## src/ssp_pkg.sv

```systemverilog
// Purpose: Shared constants and types for the two-wire serial slave port.
// Assumes: One system clock at 40 MHz; bus pins arrive asynchronously.
// Notes:   Memory contents live outside; this port only frames bytes.
package ssp_pkg;

	////////////////////////////////////////////////////////////////////////////
	// Slave address layout, MSB first on the wire.
	localparam logic [3:0] SSP_ADDR_FAMILY    = 4'hA;
	localparam int         SSP_ADDR_FAM_MSB   = 7;
	localparam int         SSP_ADDR_FAM_LSB   = 4;
	localparam int         SSP_ADDR_STRAP2    = 3;
	localparam int         SSP_ADDR_STRAP1    = 2;
	localparam int         SSP_ADDR_HALF      = 1;
	localparam int         SSP_ADDR_DIR       = 0;

	////////////////////////////////////////////////////////////////////////////
	// Optional status byte in the upper half.
	localparam logic [7:0] SSP_STATUS_OFFSET  = 8'h6E;
	localparam int         SSP_STATUS_LOS_BIT = 1;
	localparam int         SSP_STATUS_TXF_BIT = 2;
	localparam logic [7:0] SSP_STATUS_RESET   = 8'h00;

	////////////////////////////////////////////////////////////////////////////
	// Control byte fields kept by the memory side and supplied to this port.
	localparam int         SSP_CTRL_OPTIC_BIT = 4;
	localparam int         SSP_CTRL_PROTO_BIT = 6;

	////////////////////////////////////////////////////////////////////////////
	// Timing: slowest SCL high phase is 0.6 us in fast mode (400 kbps).
	localparam int         SSP_CLK_MHZ        = 40;
	localparam int         SSP_T_HIGH_NS      = 600;
	localparam int         SSP_T_HIGH_CYC     = (SSP_T_HIGH_NS * SSP_CLK_MHZ) / 1000;
	localparam int         SSP_BIT_CNT_W      = 4;
	localparam logic [3:0] SSP_ACK_SLOT       = 4'h8;
	localparam logic [3:0] SSP_LAST_SLOT      = 4'h9;

	typedef enum logic [2:0] {
		SSP_ST_IDLE  = 3'b000,
		SSP_ST_ADDR  = 3'b001,
		SSP_ST_WRITE = 3'b010,
		SSP_ST_READ  = 3'b011,
		SSP_ST_IGN   = 3'b100
	} ssp_state_t;

endpackage : ssp_pkg

```

## src/ssp_line_if.sv

```systemverilog
// Purpose: Carries the synchronised bus line levels and their events.
// Assumes: Driven by the line conditioner, read by the protocol engine.
// Notes:   All members are in the system clock domain.
interface ssp_line_if;
	logic scl;      // Synchronised clock line level.
	logic sda;      // Synchronised data line level.
	logic scl_rise; // Clock line rose this cycle.
	logic scl_fall; // Clock line fell this cycle.
	logic start;    // Start or repeated start seen.
	logic stop;     // Stop seen.

	modport cond (output scl, sda, scl_rise, scl_fall, start, stop);
	modport eng  (input  scl, sda, scl_rise, scl_fall, start, stop);
endinterface : ssp_line_if

```

## src/ssp_line_cond.sv

```systemverilog
// Purpose: Synchronises the bus pins and detects edges and conditions.
// Assumes: 40 MHz sampling easily resolves a 400 kbps bus.
// Notes:   Two flops per pin, then a third stage for edge detection.
module ssp_line_cond (
	input  wire logic clk_sys_i, // System clock.
	input  wire logic rst_b_i,   // Asynchronous reset, active low.
	input  wire logic scl_i,     // Raw clock line.
	input  wire logic sda_i,     // Raw data line.
	ssp_line_if.cond  line       // Conditioned line events.
);
	import ssp_pkg::*;

	////////////////////////////////////////////////////////////////////////////
	// Synchroniser; the first stage feeds only the second. Idle lines are high.
	logic [1:0] scl_meta_q, sda_meta_q;
	logic       scl_last_q, sda_last_q;

	always_ff @(posedge clk_sys_i or negedge rst_b_i) begin
		if (!rst_b_i) begin
			scl_meta_q <= 2'h3;
			sda_meta_q <= 2'h3;
			scl_last_q <= 1'b1;
			sda_last_q <= 1'b1;
		end else begin
			scl_meta_q <= {scl_meta_q[0], scl_i};
			sda_meta_q <= {sda_meta_q[0], sda_i};
			scl_last_q <= scl_meta_q[1];
			sda_last_q <= sda_meta_q[1];
		end
	end

	////////////////////////////////////////////////////////////////////////////
	// A data change while the clock stays high is a start or a stop.
	assign line.scl      = scl_meta_q[1];
	assign line.sda      = sda_meta_q[1];
	assign line.scl_rise = scl_meta_q[1] & ~scl_last_q;
	assign line.scl_fall = ~scl_meta_q[1] & scl_last_q;
	assign line.start    = scl_meta_q[1] & scl_last_q & sda_last_q & ~sda_meta_q[1];
	assign line.stop     = scl_meta_q[1] & scl_last_q & ~sda_last_q & sda_meta_q[1];

endmodule : ssp_line_cond

```

## src/ssp_mem_stub.sv

```systemverilog
// Purpose: Holds the optional status byte presented in the upper half.
// Assumes: Port lines are asynchronous inputs.
// Notes:   Read data comes from a register, three cycles after the pins.
module ssp_mem_stub (
	input  wire logic       clk_sys_i,   // System clock.
	input  wire logic       rst_b_i,     // Asynchronous reset, active low.
	input  wire logic       port_line_0, // Loss of signal input.
	input  wire logic       port_line_1, // Transmit fault input.
	output logic      [7:0] status_o     // Status byte, registered.
);
	import ssp_pkg::*;

	logic [1:0] pl0_meta_q, pl1_meta_q;
	logic [7:0] status_d, status_q;

	////////////////////////////////////////////////////////////////////////////
	// Only the two flags are ever non zero; nothing can write this byte.
	always_comb begin
		status_d                     = SSP_STATUS_RESET;
		status_d[SSP_STATUS_LOS_BIT] = pl0_meta_q[1];
		status_d[SSP_STATUS_TXF_BIT] = pl1_meta_q[1];
	end

	always_ff @(posedge clk_sys_i or negedge rst_b_i) begin
		if (!rst_b_i) begin
			pl0_meta_q <= 2'h0;
			pl1_meta_q <= 2'h0;
			status_q   <= SSP_STATUS_RESET;
		end else begin
			pl0_meta_q <= {pl0_meta_q[0], port_line_0};
			pl1_meta_q <= {pl1_meta_q[0], port_line_1};
			status_q   <= status_d;
		end
	end

	assign status_o = status_q;

endmodule : ssp_mem_stub

```

## src/ssp_slave.sv

```systemverilog
// Purpose: Two-wire serial slave front end with address decode and acks.
// Assumes: Memory side supplies read bytes and refusal; pins are async.
// Notes:   Byte data and pointer handling belong to the memory side.

////////////////////////////////////////////////////////////////////////////////
module ssp_slave (
	input  wire logic       clk_sys_i,       // System clock, 40 MHz.
	input  wire logic       rst_b_i,         // Asynchronous reset, active low.
	input  wire logic       scl_i,           // Clock line level.
	input  wire logic       sda_i,           // Data line level.
	output logic            sda_o,           // Data drive value, always 0.
	output logic            sda_oe_b_o,      // Low while pulling data low.
	input  wire logic       strap_addr_bit1, // Address strap pin 1.
	input  wire logic       strap_addr_bit2, // Address strap pin 2.
	input  wire logic       port_line_0,     // Port line feeding loss flag.
	input  wire logic       port_line_1,     // Port line feeding fault flag.
	input  wire logic [7:0] ctrl_i,          // Control byte from memory side.
	input  wire logic       busy_i,          // Memory write cycle running.
	input  wire logic [7:0] rd_data_i,       // Read byte at read pointer.
	input  wire logic       refuse_i,        // Memory refuses current byte.
	input  wire logic [7:0] rd_ptr_i,        // Current byte pointer.
	output logic            sel_o,           // Transfer addressed to us.
	output logic            half_o,          // Selected memory half.
	output logic            dir_rd_o,        // Current access reads.
	output logic            wr_strobe_o,     // Received byte valid pulse.
	output logic            wr_first_o,      // Received byte is the pointer.
	output logic      [7:0] wr_data_o,       // Received byte, registered.
	output logic            rd_strobe_o,     // Byte consumed, advance pointer.
	output logic            stop_o,          // Stop seen pulse.
	output logic      [7:0] status_o         // Optional status byte.
);
	import ssp_pkg::*;

	////////////////////////////////////////////////////////////////////////////
	// Line conditioning and the status byte.
	// Every bus event reaches the engine three system clocks after the pin
	// moves; at 40 MHz that is far inside the shortest clock low phase, so
	// the acknowledge drive still settles before the next rising edge.
	ssp_line_if line ();

	ssp_line_cond u_cond (
		.clk_sys_i (clk_sys_i),
		.rst_b_i   (rst_b_i),
		.scl_i     (scl_i),
		.sda_i     (sda_i),
		.line      (line)
	);

	logic [7:0] status_w;

	ssp_mem_stub u_stat (
		.clk_sys_i   (clk_sys_i),
		.rst_b_i     (rst_b_i),
		.port_line_0 (port_line_0),
		.port_line_1 (port_line_1),
		.status_o    (status_w)
	);

	////////////////////////////////////////////////////////////////////////////
	// Strap pins are sampled through two flops before comparison.
	// They are board straps and should not move, but a pin that floats
	// must still not feed a metastable level into the address match.
	logic [1:0] strap1_meta_q, strap2_meta_q;

	always_ff @(posedge clk_sys_i or negedge rst_b_i) begin
		if (!rst_b_i) begin
			strap1_meta_q <= 2'h0;
			strap2_meta_q <= 2'h0;
		end else begin
			strap1_meta_q <= {strap1_meta_q[0], strap_addr_bit1};
			strap2_meta_q <= {strap2_meta_q[0], strap_addr_bit2};
		end
	end

	////////////////////////////////////////////////////////////////////////////
	// State registers.
	// half_q survives read addressing on purpose: a read always uses the
	// half chosen by the last write addressing. ack_q holds the answer to
	// the byte in flight until its acknowledge slot, and nack_q remembers
	// a master not-acknowledge so that the port falls silent afterwards.
	// first_q marks the pointer byte, the first byte of a write access.
	ssp_state_t state_q, state_d;
	logic [3:0] bit_q, bit_d;
	logic [7:0] shift_q, shift_d;
	logic       half_q, half_d;
	logic       dir_q, dir_d;
	logic       first_q, first_d;
	logic       ack_q, ack_d;
	logic       drive_q, drive_d;
	logic       nack_q, nack_d;
	logic [7:0] wdata_q, wdata_d;
	logic       wstb_q, wstb_d;
	logic       rstb_q, rstb_d;

	////////////////////////////////////////////////////////////////////////////
	// Decode of the address byte and of the active transfer.
	// rx_byte includes the bit on the line now, so a match is known on the
	// eighth rising edge itself. The status location refuses writes only
	// after the pointer byte, so a pointer naming that location still lands.
	// Control bits are levels from the memory side and are not resynchronised.
	wire        smbus_mode   = ctrl_i[SSP_CTRL_PROTO_BIT];
	wire        optic_mode   = ctrl_i[SSP_CTRL_OPTIC_BIT];
	wire [7:0]  rx_byte      = {shift_q[6:0], line.sda};
	wire        fam_hit      = rx_byte[SSP_ADDR_FAM_MSB:SSP_ADDR_FAM_LSB]
	                           == SSP_ADDR_FAMILY;
	wire        strap_hit    = rx_byte[SSP_ADDR_STRAP2] == strap2_meta_q[1]
	                           && rx_byte[SSP_ADDR_STRAP1] == strap1_meta_q[1];
	wire        addr_hit     = fam_hit & strap_hit;
	wire        rx_rd        = rx_byte[SSP_ADDR_DIR];
	wire        status_hit   = optic_mode & half_q & ~first_q
	                           & (rd_ptr_i == SSP_STATUS_OFFSET);
	wire        byte_refuse  = refuse_i | status_hit | (smbus_mode & busy_i);
	wire [7:0]  tx_byte      = (optic_mode & half_q & rd_ptr_i == SSP_STATUS_OFFSET)
	                           ? status_w : rd_data_i;
	wire        data_bit     = bit_q < SSP_ACK_SLOT;

	////////////////////////////////////////////////////////////////////////////
	// Picks the next bit to send, MSB first, after n bits have gone.
	// The shift register is frozen during a read, so the count selects
	// the bit; once the byte is out the line is released for the master.
	function automatic logic tx_bit_sel(input logic [7:0] b, input logic [3:0] n);
		logic [2:0] idx;
		idx = 3'h7 - n[2:0];
		return (n >= SSP_ACK_SLOT) ? 1'b1 : b[idx];
	endfunction : tx_bit_sel

	////////////////////////////////////////////////////////////////////////////
	// Protocol engine; events are one-cycle pulses from the conditioner.
	// The bit counter runs 0 to 7 over the data bits, stands at 8 while
	// the acknowledge slot is pending and at 9 once its clock pulse has risen.
	// Start and stop are checked first, so they cut a byte wherever it is.
	always_comb begin
		state_d = state_q;
		bit_d   = bit_q;
		shift_d = shift_q;
		half_d  = half_q;
		dir_d   = dir_q;
		first_d = first_q;
		ack_d   = ack_q;
		drive_d = drive_q;
		nack_d  = nack_q;
		wdata_d = wdata_q;
		wstb_d  = 1'b0;
		rstb_d  = 1'b0;
		if (line.start) begin
			state_d = SSP_ST_ADDR;
			bit_d   = 4'h0;
			drive_d = 1'b0;
			nack_d  = 1'b0;
		end else if (line.stop) begin
			state_d = SSP_ST_IDLE;
			bit_d   = 4'h0;
			drive_d = 1'b0;
		end else if (state_q != SSP_ST_IDLE && state_q != SSP_ST_IGN) begin
			if (line.scl_rise) begin
				if (data_bit) begin
					// While sending, keep the byte still; the count picks the bit.
					if (state_q != SSP_ST_READ) begin
						shift_d = rx_byte;
					end
					bit_d   = bit_q + 4'h1;
				end else begin
					// Acknowledge slot: the master answers in a read.
					bit_d  = SSP_LAST_SLOT;
					nack_d = dir_q & line.sda & (state_q == SSP_ST_READ);
				end
				if (data_bit && bit_q == 4'h7) begin
					case (state_q)
						SSP_ST_ADDR: begin
							if (addr_hit) begin
								ack_d = 1'b1;
								dir_d = rx_rd;
								if (!rx_rd) begin
									half_d = rx_byte[SSP_ADDR_HALF];
								end
								first_d = 1'b1;
							end else begin
								ack_d = 1'b0;
							end
						end
						SSP_ST_WRITE: begin
							ack_d   = ~byte_refuse;
							wdata_d = rx_byte;
							wstb_d  = ~byte_refuse;
						end
						default: begin
							ack_d = 1'b0;
						end
					endcase
				end
			end else if (line.scl_fall) begin
				if (bit_q == SSP_ACK_SLOT) begin
					// Data byte done: drive ack low for the next pulse.
					drive_d = (state_q != SSP_ST_READ) & ack_q;
				end else if (bit_q == SSP_LAST_SLOT) begin
					bit_d   = 4'h0;
					drive_d = 1'b0;
					case (state_q)
						SSP_ST_ADDR: begin
							state_d = !ack_q ? SSP_ST_IGN
							        : (dir_q ? SSP_ST_READ : SSP_ST_WRITE);
						end
						SSP_ST_WRITE: begin
							first_d = 1'b0;
						end
						SSP_ST_READ: begin
							rstb_d = 1'b1;
							if (nack_q) begin
								state_d = SSP_ST_IGN;
							end
						end
						default: begin
							state_d = state_q;
						end
					endcase
					if (state_d == SSP_ST_READ) begin
						shift_d = tx_byte;
						drive_d = ~tx_byte[7];
					end
				end else if (state_q == SSP_ST_READ && bit_q != 4'h0) begin
					// Next data bit goes out in the low phase before its pulse.
					drive_d = ~tx_bit_sel(shift_q, bit_q);
				end
			end
		end
	end

	////////////////////////////////////////////////////////////////////////////
	// State flops; all reset to the idle, released-line values.
	always_ff @(posedge clk_sys_i or negedge rst_b_i) begin
		if (!rst_b_i) begin
			state_q <= SSP_ST_IDLE;
			bit_q   <= 4'h0;
			shift_q <= 8'h00;
			half_q  <= 1'b0;
			dir_q   <= 1'b0;
			first_q <= 1'b0;
			ack_q   <= 1'b0;
			drive_q <= 1'b0;
			nack_q  <= 1'b0;
			wdata_q <= 8'h00;
			wstb_q  <= 1'b0;
			rstb_q  <= 1'b0;
		end else begin
			state_q <= state_d;
			bit_q   <= bit_d;
			shift_q <= shift_d;
			half_q  <= half_d;
			dir_q   <= dir_d;
			first_q <= first_d;
			ack_q   <= ack_d;
			drive_q <= drive_d;
			nack_q  <= nack_d;
			wdata_q <= wdata_d;
			wstb_q  <= wstb_d;
			rstb_q  <= rstb_d;
		end
	end

	////////////////////////////////////////////////////////////////////////////
	// Open-drain output: only ever pulls low, released otherwise.
	// The enable comes straight from a flop, so no decode glitch can put a
	// short low pulse on the data line while the clock is high.
	// The stop pulse is combinational, but only from synchroniser flops.
	assign sda_o       = 1'b0;
	assign sda_oe_b_o  = ~drive_q;
	assign sel_o       = state_q == SSP_ST_WRITE || state_q == SSP_ST_READ;
	assign half_o      = half_q;
	assign dir_rd_o    = dir_q;
	assign wr_strobe_o = wstb_q;
	assign wr_first_o  = first_q;
	assign wr_data_o   = wdata_q;
	assign rd_strobe_o = rstb_q;
	assign stop_o      = line.stop;
	assign status_o    = status_w;

endmodule : ssp_slave

```

## config.mk

```make
export PLATFORM = sky130hd
export DESIGN_NAME = ssp_slave
export DESIGN_NICKNAME = d
export VERILOG_FILES = /design/src/ssp_pkg.sv /design/src/ssp_line_if.sv /design/src/ssp_line_cond.sv /design/src/ssp_mem_stub.sv /design/src/ssp_slave.sv
export SDC_FILE = /design/constraint.sdc
export NUM_CORES = 1
export LEC_CHECK = 0
export ABC_CLOCK_PERIOD_IN_PS = 6310
export BUFFER_PORTS_ARGS = -buffer_cell sky130_fd_sc_hd__buf_2
export CAP_MARGIN = 10
export CORE_ASPECT_RATIO = 0.5
export CORE_MARGIN = 5
export CORE_UTILIZATION = 35
export CTS_BUF_LIST = sky130_fd_sc_hd__clkbuf_4
export CTS_CLUSTER_SIZE = 20
export DETAILED_ROUTE_END_ITERATION = 10
export GPL_TIMING_DRIVEN = 0
export MAX_ROUTING_LAYER = met4
export PLACE_DENSITY_LB_ADDON = 0.05
export SKIP_CTS_REPAIR_TIMING = 1
export SYNTH_ARGS = -nofsm -noshare
export SYNTH_HDL_FRONTEND = slang
export SYNTH_SLANG_ARGS = --single-unit
```

## constraint.sdc

```tcl
create_clock -name clk_sys_i -period 6.31 [get_ports clk_sys_i]
set_clock_uncertainty 0.15 [all_clocks]
set_input_delay 0.631 -clock clk_sys_i [delete_from_list [all_inputs] [get_ports clk_sys_i]]
set_output_delay 0.631 -clock clk_sys_i [all_outputs]
set_load 0.005 [all_outputs]
```

==> results.md <==
- TritonCTS built the clock tree.
- Max-cap violations in this run came to 0.
- The core area is between 6000 and 7000 um^2.
- Across all register-to-register paths, the minimum setup slack is around 3.6 ns.
- The initial antenna violation count is 0.
- The chip height is between 60 and 70 um.
- The die footprint is 8923 um^2.
- The cell with the most instances after synthesis is sky130_fd_sc_hd__dfrtp_1.
- The minimum period implied by the final worst setup slack is ~2.7 ns.
- The switching share of total power is 0.3612.
- Global routing finished with a remaining overflow of 0.
- Summing every instance area after synthesis gives about 2500 um^2.
- The number of antenna cells inserted is 0.
- The slowest stage cell on the critical path is sky130_fd_sc_hd__dfstp_2.
- Yosys mapped a number of flops with a built-in enable equal to 0.
- The run finished with clean final reports.
- Setup repair after global routing left no endpoint under its margin.
- At the pin with the least slew margin, the transition time is 1.066 ns.
- After synthesis, the share of flip-flops with an asynchronous set or reset is 1.000.
- The gate count after technology mapping is about 210.
- Using the TritonRoute via totals, the vias-per-cell ratio works out to ~5.2.
- The worst-case IR drop observed on VDD is between 0.1 and 0.15 mV.
- The share of the cycle needed by the critical path after routing is 0.4221.
- The startpoint identified for the worst register-to-register timing path is u_cond.sda_meta_q[1].
- In this run the number of H-tree levels came out at 2.
- The tree is rooted in a sky130_fd_sc_hd__clkbuf_4.
- After synthesis the netlist holds a flip-flop and latch count of 47.
- After detailed routing, the total wire length is about 6200 um.
- The critical path in this run is classified as flip-flop to flip-flop.
- The final number of max-transition violations is 0.
- The share of synthesized area in the top cell type comes to 0.4162.
- Pin placement for this block handled 59 I/O pins.
- The headroom to the max-slew limit is 0.2894.
- Along the worst hold path, the cell count comes to 1.
- The detailed router's first-iteration violation count is around 110.
- The switching power is about 0.28 mW.
- From synthesis to final layout, the design area changed by 17.16%.
- The capture endpoint of the worst hold path is u_cond.sda_meta_q[0].
- Across all hold checks on the routed design, the worst slack comes to between 0.15 and 0.2 ns.
- Dividing total power by cell area gives a power density of roughly 270 nW/um^2.
- The number of buffers added on ports is 45.
- The peak per-stage delay on the critical path is roughly 0.56 ns.
- STA classifies the critical path startpoint as a flip-flop.
- The TritonCTS buffer count is 5.
- The starting density of the core is 0.3650.
- The final-layout setup total negative slack is 0 ns.
- The signal arrival time at the worst endpoint is 2.80 ns.
- Derived from the worst setup path, the maximum achievable clock frequency is approximately 380 MHz.
- The share of power burned in the clock network is 0.199.
- Clock-pin slew was measured on the worst setup and hold paths at 0.15 ns.
- The share of the Yosys chip area taken by registers is 0.4802.
- Walking the worst path, the cells encountered are clkbuf_1 > xor2_1 > a211oi_2 > nand4_2 > mux2_2.
- The die is 128.7 um wide.
- The count of vias placed by the detailed router is about 1900.
- In this run the critical register-to-register path is captured at wr_data_o[0].
- The number of hold-slack violations in the final timing report is 0.
- In the post-synthesis netlist, the biggest area contributors are sky130_fd_sc_hd__dfrtp_1 42%, sky130_fd_sc_hd__mux2_2 7.8%, sky130_fd_sc_hd__dfstp_2 6.4%.
- The power share of the sequential group is 0.507.
- The proportion of layout cells with a drive suffix above 1 is 0.3480.
- The via count of the first global-routing pass was approximately 1900.
- Of the total power, combinational logic draws 0.295.
- The clock latency on the worst-skew pair is around 0.38 ns.
- Across every metal layer, demand over resource in global routing totals 0.1536.
- The min-delay analysis places its worst path in the category input port to flip-flop.
- The number of nets with antenna violations after detailed routing is 0.
- The cell type group with the largest total delay on the critical path is flip-flops.
- Clock tree synthesis found a total of 47 sinks.
- The endpoint type of the worst setup path is a flip-flop.
- The global-route wire length before repair is about 10000 um.
- At the end of routability-driven placement, the weighted congestion stood at roughly 0.81.
- Together, buffers and inverters on the worst path number 1.
- At the worst endpoint, the required time is 6.45 ns.
- The first-pass detailed-route iteration total is 4.
- The clock passes through at most 2 buffers.
- The final layout contains between 300 and 400 nets.
- The cell row count is 21.
- The depth of the worst register-to-register path is 5.
- Setup violations remaining at the end of the flow were counted as 0.
- The analysis attributes to cell leakage a power of roughly 1.3 nW.
- The average detailed-routed wire length per instance is 16.87 um.
- In this run the mean area of a mapped cell was ~12 um^2.
- By count the netlist is led by 41 x sky130_fd_sc_hd__dfrtp_1, 17 x sky130_fd_sc_hd__mux2_2, 12 x sky130_fd_sc_hd__inv_1.
- The count of unique library cells instantiated by Yosys is between 50 and 60.
- Once placement finished, the instance area stood at between 2000 and 3000 um^2.
- The worst hold path startpoint is sda_i.
- The cell type with the highest aggregate area in the netlist is sky130_fd_sc_hd__dfrtp_1.
- Summing all non-filler instances in the final layout gives an area of between 2000 and 3000 um^2.
- The Yosys step of the flow raised 0 warnings.
- Of all nets on the critical path, the largest fanout is 8.
- The internal power of the cells totals around 0.5 mW.
- The detailed placement HPWL is between 4000 and 5000 um.
- For this run, the leading register cell type out of synthesis is sky130_fd_sc_hd__dfrtp_1.
- The maximum number of pins on one net before global-route repair is 48.
- For this run, design rule violations remaining after detail routing come to 0.
==> flip-flops by register name (all words and copies together), names as in the netlist, 2 cells and up <==
register / count
bit_q: 4
shift_q: 8
state_q: 3
strap1_meta_q: 2
strap2_meta_q: 2
u_cond.scl_meta_q: 2
u_cond.sda_meta_q: 2
u_stat.pl0_meta_q: 2
u_stat.pl1_meta_q: 2
u_stat.status_o: 2
wr_data_o: 8
==> worst reg2reg max path: stages (launching register included) <==
cell	delay, ns
sky130_fd_sc_hd__dfstp_2	0.56
sky130_fd_sc_hd__clkbuf_1	0.36
sky130_fd_sc_hd__xor2_1	0.24
sky130_fd_sc_hd__a211oi_2	0.49
sky130_fd_sc_hd__nand4_2	0.38
sky130_fd_sc_hd__mux2_2	0.39
==> per-layer routing <==
metal | vias to the layer above | global-route usage | share of wire
li1 | 901 | - | -
met1 | 943 | 0.2245 | 0.51
met3 | 8 | 0.04308 | 0.062
met2 | 60 | 0.2076 | 0.42
met4 | 0 | 0.03842 | 0.010
met5 | - | - | 0
==> power by group through the flow <==
stage,clock network (mW),registers [mW],logic [mW]
after CTS,0.162,0.395,0.230
after floorplan,0,0.380,0.176
after global routing,0.179,0.405,0.257
after global placement,0,0.399,0.225
final,0.155,0.395,0.230
after detailed placement,0,0.401,0.229
==> per-stage QoR <==
step | instances | setup slack (ns) | utilization | total power, mW
CTS | 365 | 3.654 | 0.4276 | 0.7869
global placement | 357 | 3.690 | 0.4188 | 0.6248
detailed placement | 357 | 3.675 | 0.4188 | 0.6304
global route | 365 | 3.478 | 0.4276 | 0.8398
finish | 365 | 3.646 | 0.4276 | 0.7801
floorplan | 220 | 4.093 | - | 0.5553
==> logic make-up (layout without fill, tap and decap cells) <==
kind of cell	after synthesis	in the layout	synth area share
AOI/OAI and AO/OA	48	48	0.1533
xor gates and xnor gates	3	3	0.01066
adders and majority gates	6	6	0.03046
buffers and inverters	27	80	0.05228
DFF	47	47	0.4802
muxes	24	24	0.1173
other	1	7	0.001521
and+or+nand+nor	58	58	0.1543
==> how the worst max path moves through the flow <==
| stage | start | to | slack, ns | cells after the start |
|---|---|---|---|---|
| 2_1_floorplan | u_cond.scl_last_q | shift_q[0] | 4.09 | 6 |
| 3_3_place_gp | u_cond.sda_meta_q[1] | wr_data_o[4] | 3.69 | 5 |
| 3_5_place_dp | u_cond.sda_meta_q[1] | wr_data_o[0] | 3.68 | 5 |
| 4_1_cts | u_cond.sda_meta_q[1] | wr_data_o[6] | 3.65 | 5 |
| 5_1_grt | u_cond.sda_meta_q[1] | wr_data_o[6] | 3.48 | 5 |
| 6_report | u_cond.sda_meta_q[1] | wr_data_o[0] | 3.65 | 5 |
==> cell usage in the layout (no fill, tap or decap), drive strengths merged, types with 7 or more instances in the layout <==
cell type and instances:
dfrtp 41, a22o 7, buf 53, conb 7
inv 13, nand2 8, a21oi 7, a31oi 7
clkbuf 12, mux2 19
==> final cells by class <==
class	count	area, um^2
Fill cell	701	3865
Sequential cell	47	1184
Timing Repair Buffer	45	225.2
Clock inverter	3	22.52
Buffer	15	83.83
Multi-Input combinational cell	146	1175
Tap cell	92	115.1
Clock buffer	5	37.54
Inverter	12	45.04
No activity file was read; power rests on OpenSTA's default activity.
